--- config.mk ---
export PLATFORM = sky130hd
export DESIGN_NAME = mpi_core
export DESIGN_NICKNAME = d
export VERILOG_FILES = /design/src/shared/mpi_pkg.sv /design/src/rtl/mpi_core.sv /design/src/rtl/mpi_edge_sync.sv
export SDC_FILE = /design/constraint.sdc
export NUM_CORES = 1
export LEC_CHECK = 0
export BUFFER_PORTS_ARGS = -buffer_cell sky130_fd_sc_hd__buf_2
export CAP_MARGIN = 40
export CORE_MARGIN = 10
export CORE_UTILIZATION = 59
export DETAILED_ROUTE_END_ITERATION = 8
export PLACE_DENSITY = 0.8
export SYNTH_ARGS = -nofsm -noshare
export SYNTH_HDL_FRONTEND = slang
export SYNTH_HIERARCHICAL = 1
export SYNTH_SLANG_ARGS = --single-unit
--- constraint.sdc ---
create_clock -name clk -period 2.25 [get_ports clk]
set_clock_uncertainty 0.05 [all_clocks]
set_input_delay 0.225 -clock clk [delete_from_list [all_inputs] [get_ports clk]]
set_output_delay 0.225 -clock clk [all_outputs]
set_load 0.02 [all_outputs]
--- src/shared/mpi_pkg.sv ---
// package: register map, field positions and constants of the mii pin block
package mpi_pkg;
    // register word offsets on the avalon slave
    localparam logic [3:0] ctrl_addr     = 4'h0;
    localparam logic [3:0] status_addr   = 4'h1;
    localparam logic [3:0] irq_addr      = 4'h2;
    localparam logic [3:0] mask_addr     = 4'h3;
    localparam logic [3:0] txdata_addr   = 4'h4;
    localparam logic [3:0] rxdata_addr   = 4'h5;
    localparam logic [3:0] filter_addr   = 4'h6;
    // control register fields
    localparam int ctrl_serial_bit   = 0;
    localparam int ctrl_loop_bit     = 1;
    localparam int ctrl_nomatch_bit  = 2;
    localparam int ctrl_pol_bit      = 3;
    localparam int ctrl_txerr_bit    = 4;
    localparam logic [31:0] ctrl_reset = 32'h0000_0000;
    // tx data register fields
    localparam int txd_last_bit      = 8;
    // rx data register fields
    localparam int rxd_valid_bit     = 8;
    localparam int rxd_err_bit       = 9;
    // status register fields
    localparam int st_link_bit       = 0;
    localparam int st_crs_bit        = 1;
    localparam int st_col_bit        = 2;
    localparam int st_txbusy_bit     = 3;
    localparam int st_txroom_bit     = 4;
    // event bits, shared by irq status and mask
    localparam int ev_rxbyte         = 0;
    localparam int ev_rxerr          = 1;
    localparam int ev_txdone         = 2;
    localparam int ev_col            = 3;
    localparam int ev_link           = 4;
    localparam int ev_width          = 5;
    // frame framing: preamble nibbles before the sfd high nibble
    localparam logic [4:0] pre_nibbles = 5'h0F;
    localparam logic [3:0] pre_nibble  = 4'h5;
    localparam logic [3:0] sfd_high    = 4'hD;
    // destination address length in bytes
    localparam logic [2:0] da_bytes    = 3'h6;
    localparam logic [31:0] filter_reset = 32'h0000_0000;
endpackage

--- src/rtl/mpi_core.sv ---
// mii pin interface: nibble tx/rx, serial mode, compress flag, avalon regs
//
// Functional notes
// RQ1: transmit error driven in step with tx clock
// RQ2: serial mode: compress flag after destination address
// RQ3: control selects match or no-match assertion
// RQ4: control bit selects compress output polarity
// RQ5: phy raises carrier sense when medium busy
// RQ6: phy supplies free-running 25 or 2.5 MHz rx clock; the phy model here runs it at 3.125 MHz (320 ns period)
// RQ7: phy drives rx on fall, mac samples rise
// RQ8: first rx nibble forms the byte's low half
// RQ9: phy holds data valid over valid nibbles
// RQ10: nibbles before sfd are taken as preamble
// RQ11: phy flags rx error only with data valid
// RQ12: serial mode: data valid is link, stored
// RQ13: serial mode: rx bit 0 is serial data
// RQ14: tx nibble and enable change on tx rise
// RQ15: tx byte low nibble first, bit 0 first
// RQ16: tx enable spans preamble through last byte
// RQ17: serial mode: tx bit 1 loopback, bit 0 data
// RQ18: carrier and collision pass two-stage synchroniser
// RQ19: second controller is an identical separate instance
//
// The Avalon-MM interface to the registers and the placing of the registers were left to the implementer.
`timescale 1ns/10ps
module mpi_core (
    input  wire logic        clk,
    input  wire logic        nrst,
    // avalon-mm slave
    input  wire logic [3:0]  avs_address,
    input  wire logic        avs_read,
    input  wire logic        avs_write,
    input  wire logic [31:0] avs_writedata,
    output logic [31:0]      avs_readdata,
    output logic             avs_waitrequest,
    output logic             irq,
    // phy pins
    input  wire logic        tx_clk,
    output logic [3:0]       txd,
    output logic             tx_en,
    output logic             tx_err,
    input  wire logic        rx_clk,
    input  wire logic [3:0]  rxd,
    input  wire logic        rx_dv,
    input  wire logic        rx_err,
    input  wire logic        crs,
    input  wire logic        col
);
    typedef enum logic [1:0] {
        mpi_tx_idle_type = 2'b00,
        mpi_tx_pre_type  = 2'b01,
        mpi_tx_lo_type   = 2'b10,
        mpi_tx_hi_type   = 2'b11
    } mpi_tx_state_type;

    ////////////////////////////////////////////////////////////////////////
    // pin synchronisers
    logic txc_lvl, txc_rise, rxc_lvl, rxc_rise;
    logic crs_lvl, col_lvl, col_rise, dv_lvl, err_lvl, link_chg_r, link_chg_f;
    logic [3:0] rxd_meta, rxd_s;

    mpi_edge_sync u_txc (.clk(clk), .nrst(nrst), .async_in(tx_clk), // RQ14
        .level(txc_lvl), .rise(txc_rise), .fall());
    mpi_edge_sync u_rxc (.clk(clk), .nrst(nrst), .async_in(rx_clk),
        .level(rxc_lvl), .rise(rxc_rise), .fall());
    mpi_edge_sync u_crs (.clk(clk), .nrst(nrst), .async_in(crs),
        .level(crs_lvl), .rise(), .fall()); // RQ18
    mpi_edge_sync u_col (.clk(clk), .nrst(nrst), .async_in(col),
        .level(col_lvl), .rise(col_rise), .fall()); // RQ18
    mpi_edge_sync u_dv (.clk(clk), .nrst(nrst), .async_in(rx_dv),
        .level(dv_lvl), .rise(link_chg_r), .fall(link_chg_f));
    mpi_edge_sync u_err (.clk(clk), .nrst(nrst), .async_in(rx_err),
        .level(err_lvl), .rise(), .fall());

    // rx data bits ride two stages, matching the other rx pins
    always_ff @(posedge clk or negedge nrst) begin
        if (!nrst) begin
            rxd_meta <= 4'h0;
            rxd_s    <= 4'h0;
        end else begin
            rxd_meta <= rxd;
            rxd_s    <= rxd_meta;
        end
    end

    ////////////////////////////////////////////////////////////////////////
    // registers
    logic [31:0] ctrl;
    logic [31:0] filter;
    localparam int ev_w = mpi_pkg::ev_width;
    logic [ev_w-1:0] irq_st, irq_mask, ev;
    logic [7:0] tx_hold;
    logic       tx_hold_last, tx_hold_full;
    logic [7:0] rx_byte;
    logic       rx_byte_err, rx_byte_new;
    logic       link_st;
    logic       wr_hit, rd_hit, tx_busy;
    logic       serial_mode, comp_act;

    assign serial_mode = ctrl[mpi_pkg::ctrl_serial_bit];
    // one wait state, so read data stand when waitrequest is seen low
    assign wr_hit = avs_write & ~avs_waitrequest;
    assign rd_hit = avs_read & avs_waitrequest;

    always_ff @(posedge clk or negedge nrst) begin
        if (!nrst) avs_waitrequest <= 1'b1;
        else avs_waitrequest <= ~(avs_read | avs_write) | ~avs_waitrequest;
    end

    // control and address filter registers
    always_ff @(posedge clk or negedge nrst) begin
        if (!nrst) begin
            ctrl   <= mpi_pkg::ctrl_reset;
            filter <= mpi_pkg::filter_reset;
        end else if (wr_hit) begin
            if (avs_address == mpi_pkg::ctrl_addr)   ctrl   <= avs_writedata;
            if (avs_address == mpi_pkg::filter_addr) filter <= avs_writedata;
        end
    end

    // serial mode: data-valid pin is the link state, kept readable
    always_ff @(posedge clk or negedge nrst) begin
        if (!nrst) link_st <= 1'b0;
        else if (serial_mode) link_st <= dv_lvl; // RQ12
    end

    // event flags: set beats a write-one clear in the same cycle
    always_ff @(posedge clk or negedge nrst) begin
        if (!nrst) irq_st <= '0;
        else if (wr_hit && avs_address == mpi_pkg::irq_addr)
            irq_st <= (irq_st & ~avs_writedata[ev_w-1:0]) | ev;
        else
            irq_st <= irq_st | ev;
    end

    always_ff @(posedge clk or negedge nrst) begin
        if (!nrst) irq_mask <= '0;
        else if (wr_hit && avs_address == mpi_pkg::mask_addr)
            irq_mask <= avs_writedata[ev_w-1:0];
    end

    always_ff @(posedge clk or negedge nrst) begin
        if (!nrst) irq <= 1'b0;
        else       irq <= |(irq_st & irq_mask);
    end

    // read mux, unmapped offsets read zero
    always_ff @(posedge clk or negedge nrst) begin
        if (!nrst) avs_readdata <= 32'h0000_0000;
        else if (rd_hit) begin
            unique case (avs_address)
                mpi_pkg::ctrl_addr:   avs_readdata <= ctrl;
                mpi_pkg::filter_addr: avs_readdata <= filter;
                mpi_pkg::irq_addr:    avs_readdata <= 32'(irq_st);
                mpi_pkg::mask_addr:   avs_readdata <= 32'(irq_mask);
                mpi_pkg::rxdata_addr: avs_readdata <=
                    {22'h0, rx_byte_err, rx_byte_new, rx_byte};
                mpi_pkg::status_addr: avs_readdata <= {27'h0,
                    ~tx_hold_full, tx_busy, col_lvl, crs_lvl, link_st};
                default:              avs_readdata <= 32'h0000_0000;
            endcase
        end
    end

    ////////////////////////////////////////////////////////////////////////
    // transmit: one-byte holding register feeds the tx nibble machine
    mpi_tx_state_type tx_state;
    logic [4:0] pre_cnt;
    logic [7:0] tx_byte;
    logic       tx_last, tx_take, tx_done;
    logic [2:0] ser_bit;

    assign tx_busy = (tx_state != mpi_tx_idle_type);
    // software must not write tx data while the room bit is clear
    assign tx_take = txc_rise && tx_hold_full &&
        (tx_state == mpi_tx_idle_type ||
         (tx_state == mpi_tx_hi_type && !tx_last) ||
         (tx_state == mpi_tx_pre_type && pre_cnt == mpi_pkg::pre_nibbles));

    always_ff @(posedge clk or negedge nrst) begin
        if (!nrst) begin
            tx_hold      <= 8'h00;
            tx_hold_last <= 1'b0;
            tx_hold_full <= 1'b0;
        end else if (wr_hit && avs_address == mpi_pkg::txdata_addr) begin
            tx_hold      <= avs_writedata[7:0];
            tx_hold_last <= avs_writedata[mpi_pkg::txd_last_bit];
            tx_hold_full <= 1'b1;
        end else if (tx_take && tx_state != mpi_tx_idle_type) begin
            tx_hold_full <= 1'b0;
        end
    end

    // the first byte arms the preamble; later ones are consumed in order
    always_ff @(posedge clk or negedge nrst) begin
        if (!nrst) begin
            tx_state <= mpi_tx_idle_type;
            pre_cnt  <= 5'h00;
            tx_byte  <= 8'h00;
            tx_last  <= 1'b0;
            tx_done  <= 1'b0;
            ser_bit  <= 3'h0;
        end else begin
            tx_done <= 1'b0;
            if (txc_rise) begin // RQ14
                unique case (tx_state)
                    mpi_tx_idle_type: if (tx_hold_full) begin
                        tx_state <= mpi_tx_pre_type;
                        pre_cnt  <= 5'h00;
                    end
                    mpi_tx_pre_type: begin
                        if (pre_cnt == mpi_pkg::pre_nibbles) begin
                            tx_byte  <= tx_hold;
                            tx_last  <= tx_hold_last;
                            tx_state <= mpi_tx_lo_type;
                            ser_bit  <= 3'h0;
                        end else begin
                            pre_cnt <= pre_cnt + 5'h01;
                        end
                    end
                    mpi_tx_lo_type: begin
                        // serial mode walks eight bits before advancing
                        if (!serial_mode || ser_bit == 3'h7)
                            tx_state <= mpi_tx_hi_type;
                        else
                            ser_bit <= ser_bit + 3'h1;
                    end
                    mpi_tx_hi_type: begin
                        if (tx_last || !tx_hold_full) begin
                            tx_state <= mpi_tx_idle_type; // RQ16
                            tx_done  <= 1'b1;
                        end else begin
                            tx_byte  <= tx_hold;
                            tx_last  <= tx_hold_last;
                            tx_state <= mpi_tx_lo_type;
                            ser_bit  <= 3'h0;
                        end
                    end
                endcase
            end
        end
    end

    // pin drivers: preamble 5s then d, bytes low nibble first
    always_ff @(posedge clk or negedge nrst) begin
        if (!nrst) begin
            txd    <= 4'h0;
            tx_en  <= 1'b0;
            tx_err <= 1'b0;
        end else if (txc_rise) begin
            tx_err <= ctrl[mpi_pkg::ctrl_txerr_bit] & tx_busy; // RQ1
            if (serial_mode)
                tx_err <= comp_act ~^ ctrl[mpi_pkg::ctrl_pol_bit]; // RQ2 RQ4
            tx_en <= (tx_state != mpi_tx_idle_type); // RQ16
            if (serial_mode) begin
                txd[3:2] <= 2'b00;
                txd[1]   <= ctrl[mpi_pkg::ctrl_loop_bit]; // RQ17
                txd[0]   <= tx_byte[ser_bit]; // RQ17
            end else if (tx_state == mpi_tx_pre_type) begin
                txd <= (pre_cnt == mpi_pkg::pre_nibbles) ?
                    mpi_pkg::sfd_high : mpi_pkg::pre_nibble;
            end else if (tx_state == mpi_tx_lo_type) begin
                txd <= tx_byte[3:0]; // RQ15
            end else begin
                txd <= tx_byte[7:4]; // RQ15
            end
        end
    end

    ////////////////////////////////////////////////////////////////////////
    // receive: nibbles sampled on rx rise, preamble skipped until sfd
    logic       rx_in_frame, rx_half;
    logic [3:0] rx_lo;
    logic [2:0] rx_cnt, da_cnt;
    logic       rx_ready, rx_err_ev, da_match;
    logic [7:0] rx_shift;

    always_ff @(posedge clk or negedge nrst) begin
        if (!nrst) begin
            rx_in_frame <= 1'b0;
            rx_half     <= 1'b0;
            rx_lo       <= 4'h0;
            rx_shift    <= 8'h00;
            rx_cnt      <= 3'h0;
            rx_ready    <= 1'b0;
            rx_err_ev   <= 1'b0;
            rx_byte     <= 8'h00;
            rx_byte_err <= 1'b0;
        end else begin
            rx_ready  <= 1'b0;
            rx_err_ev <= 1'b0;
            if (rxc_rise && serial_mode) begin
                // one bit per edge on rx bit 0 while carrier is up
                if (crs_lvl) begin
                    rx_shift <= {rxd_s[0], rx_shift[7:1]}; // RQ13
                    rx_cnt   <= rx_cnt + 3'h1;
                    if (rx_cnt == 3'h7) begin
                        rx_byte  <= {rxd_s[0], rx_shift[7:1]};
                        rx_ready <= 1'b1;
                    end
                end else begin
                    rx_cnt <= 3'h0;
                end
            end else if (rxc_rise) begin // RQ7
                if (!dv_lvl) begin
                    rx_in_frame <= 1'b0;
                    rx_half     <= 1'b0;
                end else if (!rx_in_frame) begin
                    // nibbles before the sfd nibble are preamble
                    if (rxd_s == mpi_pkg::sfd_high && rx_half)
                        rx_in_frame <= 1'b1; // RQ10
                    rx_half <= (rxd_s == mpi_pkg::pre_nibble);
                end else begin
                    if (err_lvl) rx_err_ev <= 1'b1;
                    if (!rx_half) begin
                        rx_lo   <= rxd_s; // RQ8
                        rx_half <= 1'b1;
                    end else begin
                        rx_byte     <= {rxd_s, rx_lo}; // RQ8
                        rx_byte_err <= err_lvl;
                        rx_ready    <= 1'b1;
                        rx_half     <= 1'b0;
                    end
                end
                if (!rx_in_frame) rx_half <= dv_lvl &&
                    rxd_s == mpi_pkg::pre_nibble;
            end
        end
    end

    // rx byte valid flag, cleared by reading the rx data register
    always_ff @(posedge clk or negedge nrst) begin
        if (!nrst) rx_byte_new <= 1'b0;
        else if (rx_ready) rx_byte_new <= 1'b1;
        else if (rd_hit && avs_address == mpi_pkg::rxdata_addr)
            rx_byte_new <= 1'b0;
    end

    // destination address compare against filter low bytes, mod four
    always_ff @(posedge clk or negedge nrst) begin
        if (!nrst) begin
            da_cnt   <= 3'h0;
            da_match <= 1'b1;
            comp_act <= 1'b0;
        end else if (!crs_lvl) begin
            da_cnt   <= 3'h0;
            da_match <= 1'b1;
            comp_act <= 1'b0;
        end else if (rx_ready && da_cnt != mpi_pkg::da_bytes) begin
            da_cnt <= da_cnt + 3'h1;
            if (rx_byte != filter[8*da_cnt[1:0] +: 8]) da_match <= 1'b0;
            if (da_cnt == mpi_pkg::da_bytes - 3'h1) // RQ2
                comp_act <= (da_match && rx_byte ==
                    filter[8*da_cnt[1:0] +: 8]) ^
                    ctrl[mpi_pkg::ctrl_nomatch_bit]; // RQ3
        end
    end

    // events into the sticky status register
    always_comb begin
        ev = '0;
        ev[mpi_pkg::ev_rxbyte] = rx_ready;
        ev[mpi_pkg::ev_rxerr]  = rx_err_ev;
        ev[mpi_pkg::ev_txdone] = tx_done;
        ev[mpi_pkg::ev_col]    = col_rise;
        ev[mpi_pkg::ev_link]   = serial_mode & (link_chg_r | link_chg_f);
    end
endmodule

--- src/rtl/mpi_edge_sync.sv ---
// two flip-flop synchroniser with rise and fall detection
`timescale 1ns/10ps
module mpi_edge_sync (
    input  wire logic clk,
    input  wire logic nrst,
    input  wire logic async_in,
    output logic      level,
    output logic      rise,
    output logic      fall
);
    logic meta;
    logic held;

    // first stage feeds only the second stage
    always_ff @(posedge clk or negedge nrst) begin
        if (!nrst) begin
            meta  <= 1'b0;
            level <= 1'b0;
            held  <= 1'b0;
        end else begin
            meta  <= async_in;
            level <= meta;
            held  <= level;
        end
    end

    assign rise = level & ~held;
    assign fall = ~level & held;
endmodule

==> impl_results.md <==
* CTS max path bufs at 3
* Critical Path End Type: register
* Clk sinks at 202
* Wire length after detailed routing at 20890 µm
* Row cnt at 44
* Post-DR wirelength/cell at 20.26 µm
* Share of cells above drive strength 1 at 0.3058
* IO Pins at 90
* Initial DRC Count at 452
* Vias at 6119
* Synthesized Nets at 748
* Synth warn at 6
* Largest net degree at the start of global routing at 57
* CTS H-tree lvls at 1
* CTS tree: yes
* Initial antenna violation count at 0
* Die X at 141.2 µm
* Most common cell after layout, fill and taps aside: dfrtp_1
* Slew Limit Fails at 0
* Final setup viols at 0
* Relative slew slack at 0.6184
* Max-cap violations at 0
* Min-Delay Path Class: input port to register
* Most frequent cells in the layout: dfrtp_1, mux2_2, buf_2, nand2_1, o21ai_0
* Cell count after placement at 949
* Hold path start: avs_writedata[1]
* Via density at 5.935
* Antenna-violating nets left at 0
* Inserted Clock Buffers at 22
* Finished Layout Cells at 1031
* PwrDens at 905.5 mW/mm²
* CP peak stage delay at 0.53 ns
* GRT Resource Usage Total at 0.2074
* WP buf/inv at 1
* Post-route worst hold slack at 0.02289 ns
* Starting density of the core at 0.5990
* CP startpoint: da_cnt[0]
* Kind of critical path: register to register
* CP Launch Type: register
* Mapped Cells at 689
* GRT Residual Overflow at 0
* Fin util at 0.7283
* CP most frequent cell: mux2i_1
* Critical-path cell list: buf_4 > mux2i_1 > xnor2_1 > nor3_1 > a2bb2oi_1 > mux2i_1 > nand2_1
* Leakage power at 5.044 nW
* P&R area growth vs syn at 21.58%
* Status: finished clean
* IO buf count at 89
* Max VDD drop at 0.6098 mV
* Global placement routability congestion at 0.9167
* Critical path's top delay family: flip-flops
* DR DRC count at 0
* Fmax at 492.2 MHz
* Dpl hpwl at 14000 µm
* Router iterations before antenna repair at 6
* Reg2reg start: da_cnt[0]
* Critical Path RT at 2.57 ns
* Floorplan core area at 0.01448 mm²
* Critical path's slowest cell: dfrtp_2
* Fin crit period at 2.031 ns
* Worst-path fanout max at 11
* Clk_lat worst skew at 0.50 ns
* RSZ-0062 raised after global routing: no
* Clk root buf: clkbuf_16
* Final Cycle Share at 0.9029
* Area of the die at 0.01995 mm²
* Vias in the first global route at 6394
* First-pass GRT wire length at 33800 µm
* Die Y at 141.2 µm
* Worst slew pin tran at 0.5723 ns
* Setup TNS at 0 ns
* Mean post-synth cell area at 12.59 µm²
* Mapped Area at 0.008673 mm²
* Final Hold Violating Endpoints at 0
* Fin nets at 890
* # diodes at 0
* Clock transition at path regs at 0.06 ns
* CP arrival at 2.35 ns
[worst reg2reg max path, cell delays in order, from the launching register on]
cell and delay (ns):
dfrtp_2 0.53, buf_4 0.23, mux2i_1 0.28, xnor2_1 0.17, nor3_1 0.07, a2bb2oi_1 0.26
mux2i_1 0.23, nand2_1 0.09
[registers in the layout (all words and copies together) (netlist names), 7 cells and up]
register	cells
tx_byte	8
ctrl	32
rx_byte	8
avs_readdata	32
filter	32
tx_hold	8
rx_shift	7
[power by group]
part           internal [mW]  switching (mW)  total, mW
clock                   2.15            1.40       3.55
combinational          0.711           0.686       1.40
sequential              4.15           0.452       4.60
total                   7.01            2.53       9.55
[layout make-up]
cell class	count	area (µm²)
Clock inverter	6	57.56
Sequential cell	202	5059
Clock buffer	34	666.9
Tap cell	184	230.2
Inverter	13	48.80
Multi-Input combinational cell	440	3413
Timing Repair Buffer	152	1070
Fill cell	944	3934
[routing by layer]
metal / track usage / wire (µm) / up-vias
met5: 0 / 0 / -
met4: 0.06467 / 436 / 0
met3: 0.03762 / 1358 / 37
met2: 0.3425 / 10470 / 231
met1: 0.2716 / 8625 / 3083
li1: - / - / 2768
[worst paths after layout]
path / cells after the start / endpoint / slack [ns]
max: 7 / comp_act / 0.22
max in group asynchronous: 3 / avs_waitrequest / 1.15
max reg2reg: 7 / comp_act / 0.22
min reg2reg: 0 / rxd_s[1] / 0.30
min: 2 / tx_hold[1] / 0.02
min in group asynchronous: 2 / txd[3] / 0.20
[what timing repair did]
action | CTS | global route
buffers inserted | 0 | 0
endpoints found under the setup margin | 0 | 1
gates resized for setup | 0 | 1
hold buffers | 42 | 0
hold endpoints to repair | 123 | 0
[metrics by stage]
step | area (µm²) | setup WS [ns] | power (mW)
after floorplan | 8673 | 0.3436 | 5.430
after global placement | 9399 | 0.3267 | 5.866
after detailed placement | 9399 | 0.1706 | 5.975
after CTS | 10540 | 0.08426 | 9.577
after global routing | 10550 | 0.1013 | 9.979
final | 10550 | 0.2185 | 9.548
Power figures use the tool's default switching activity.
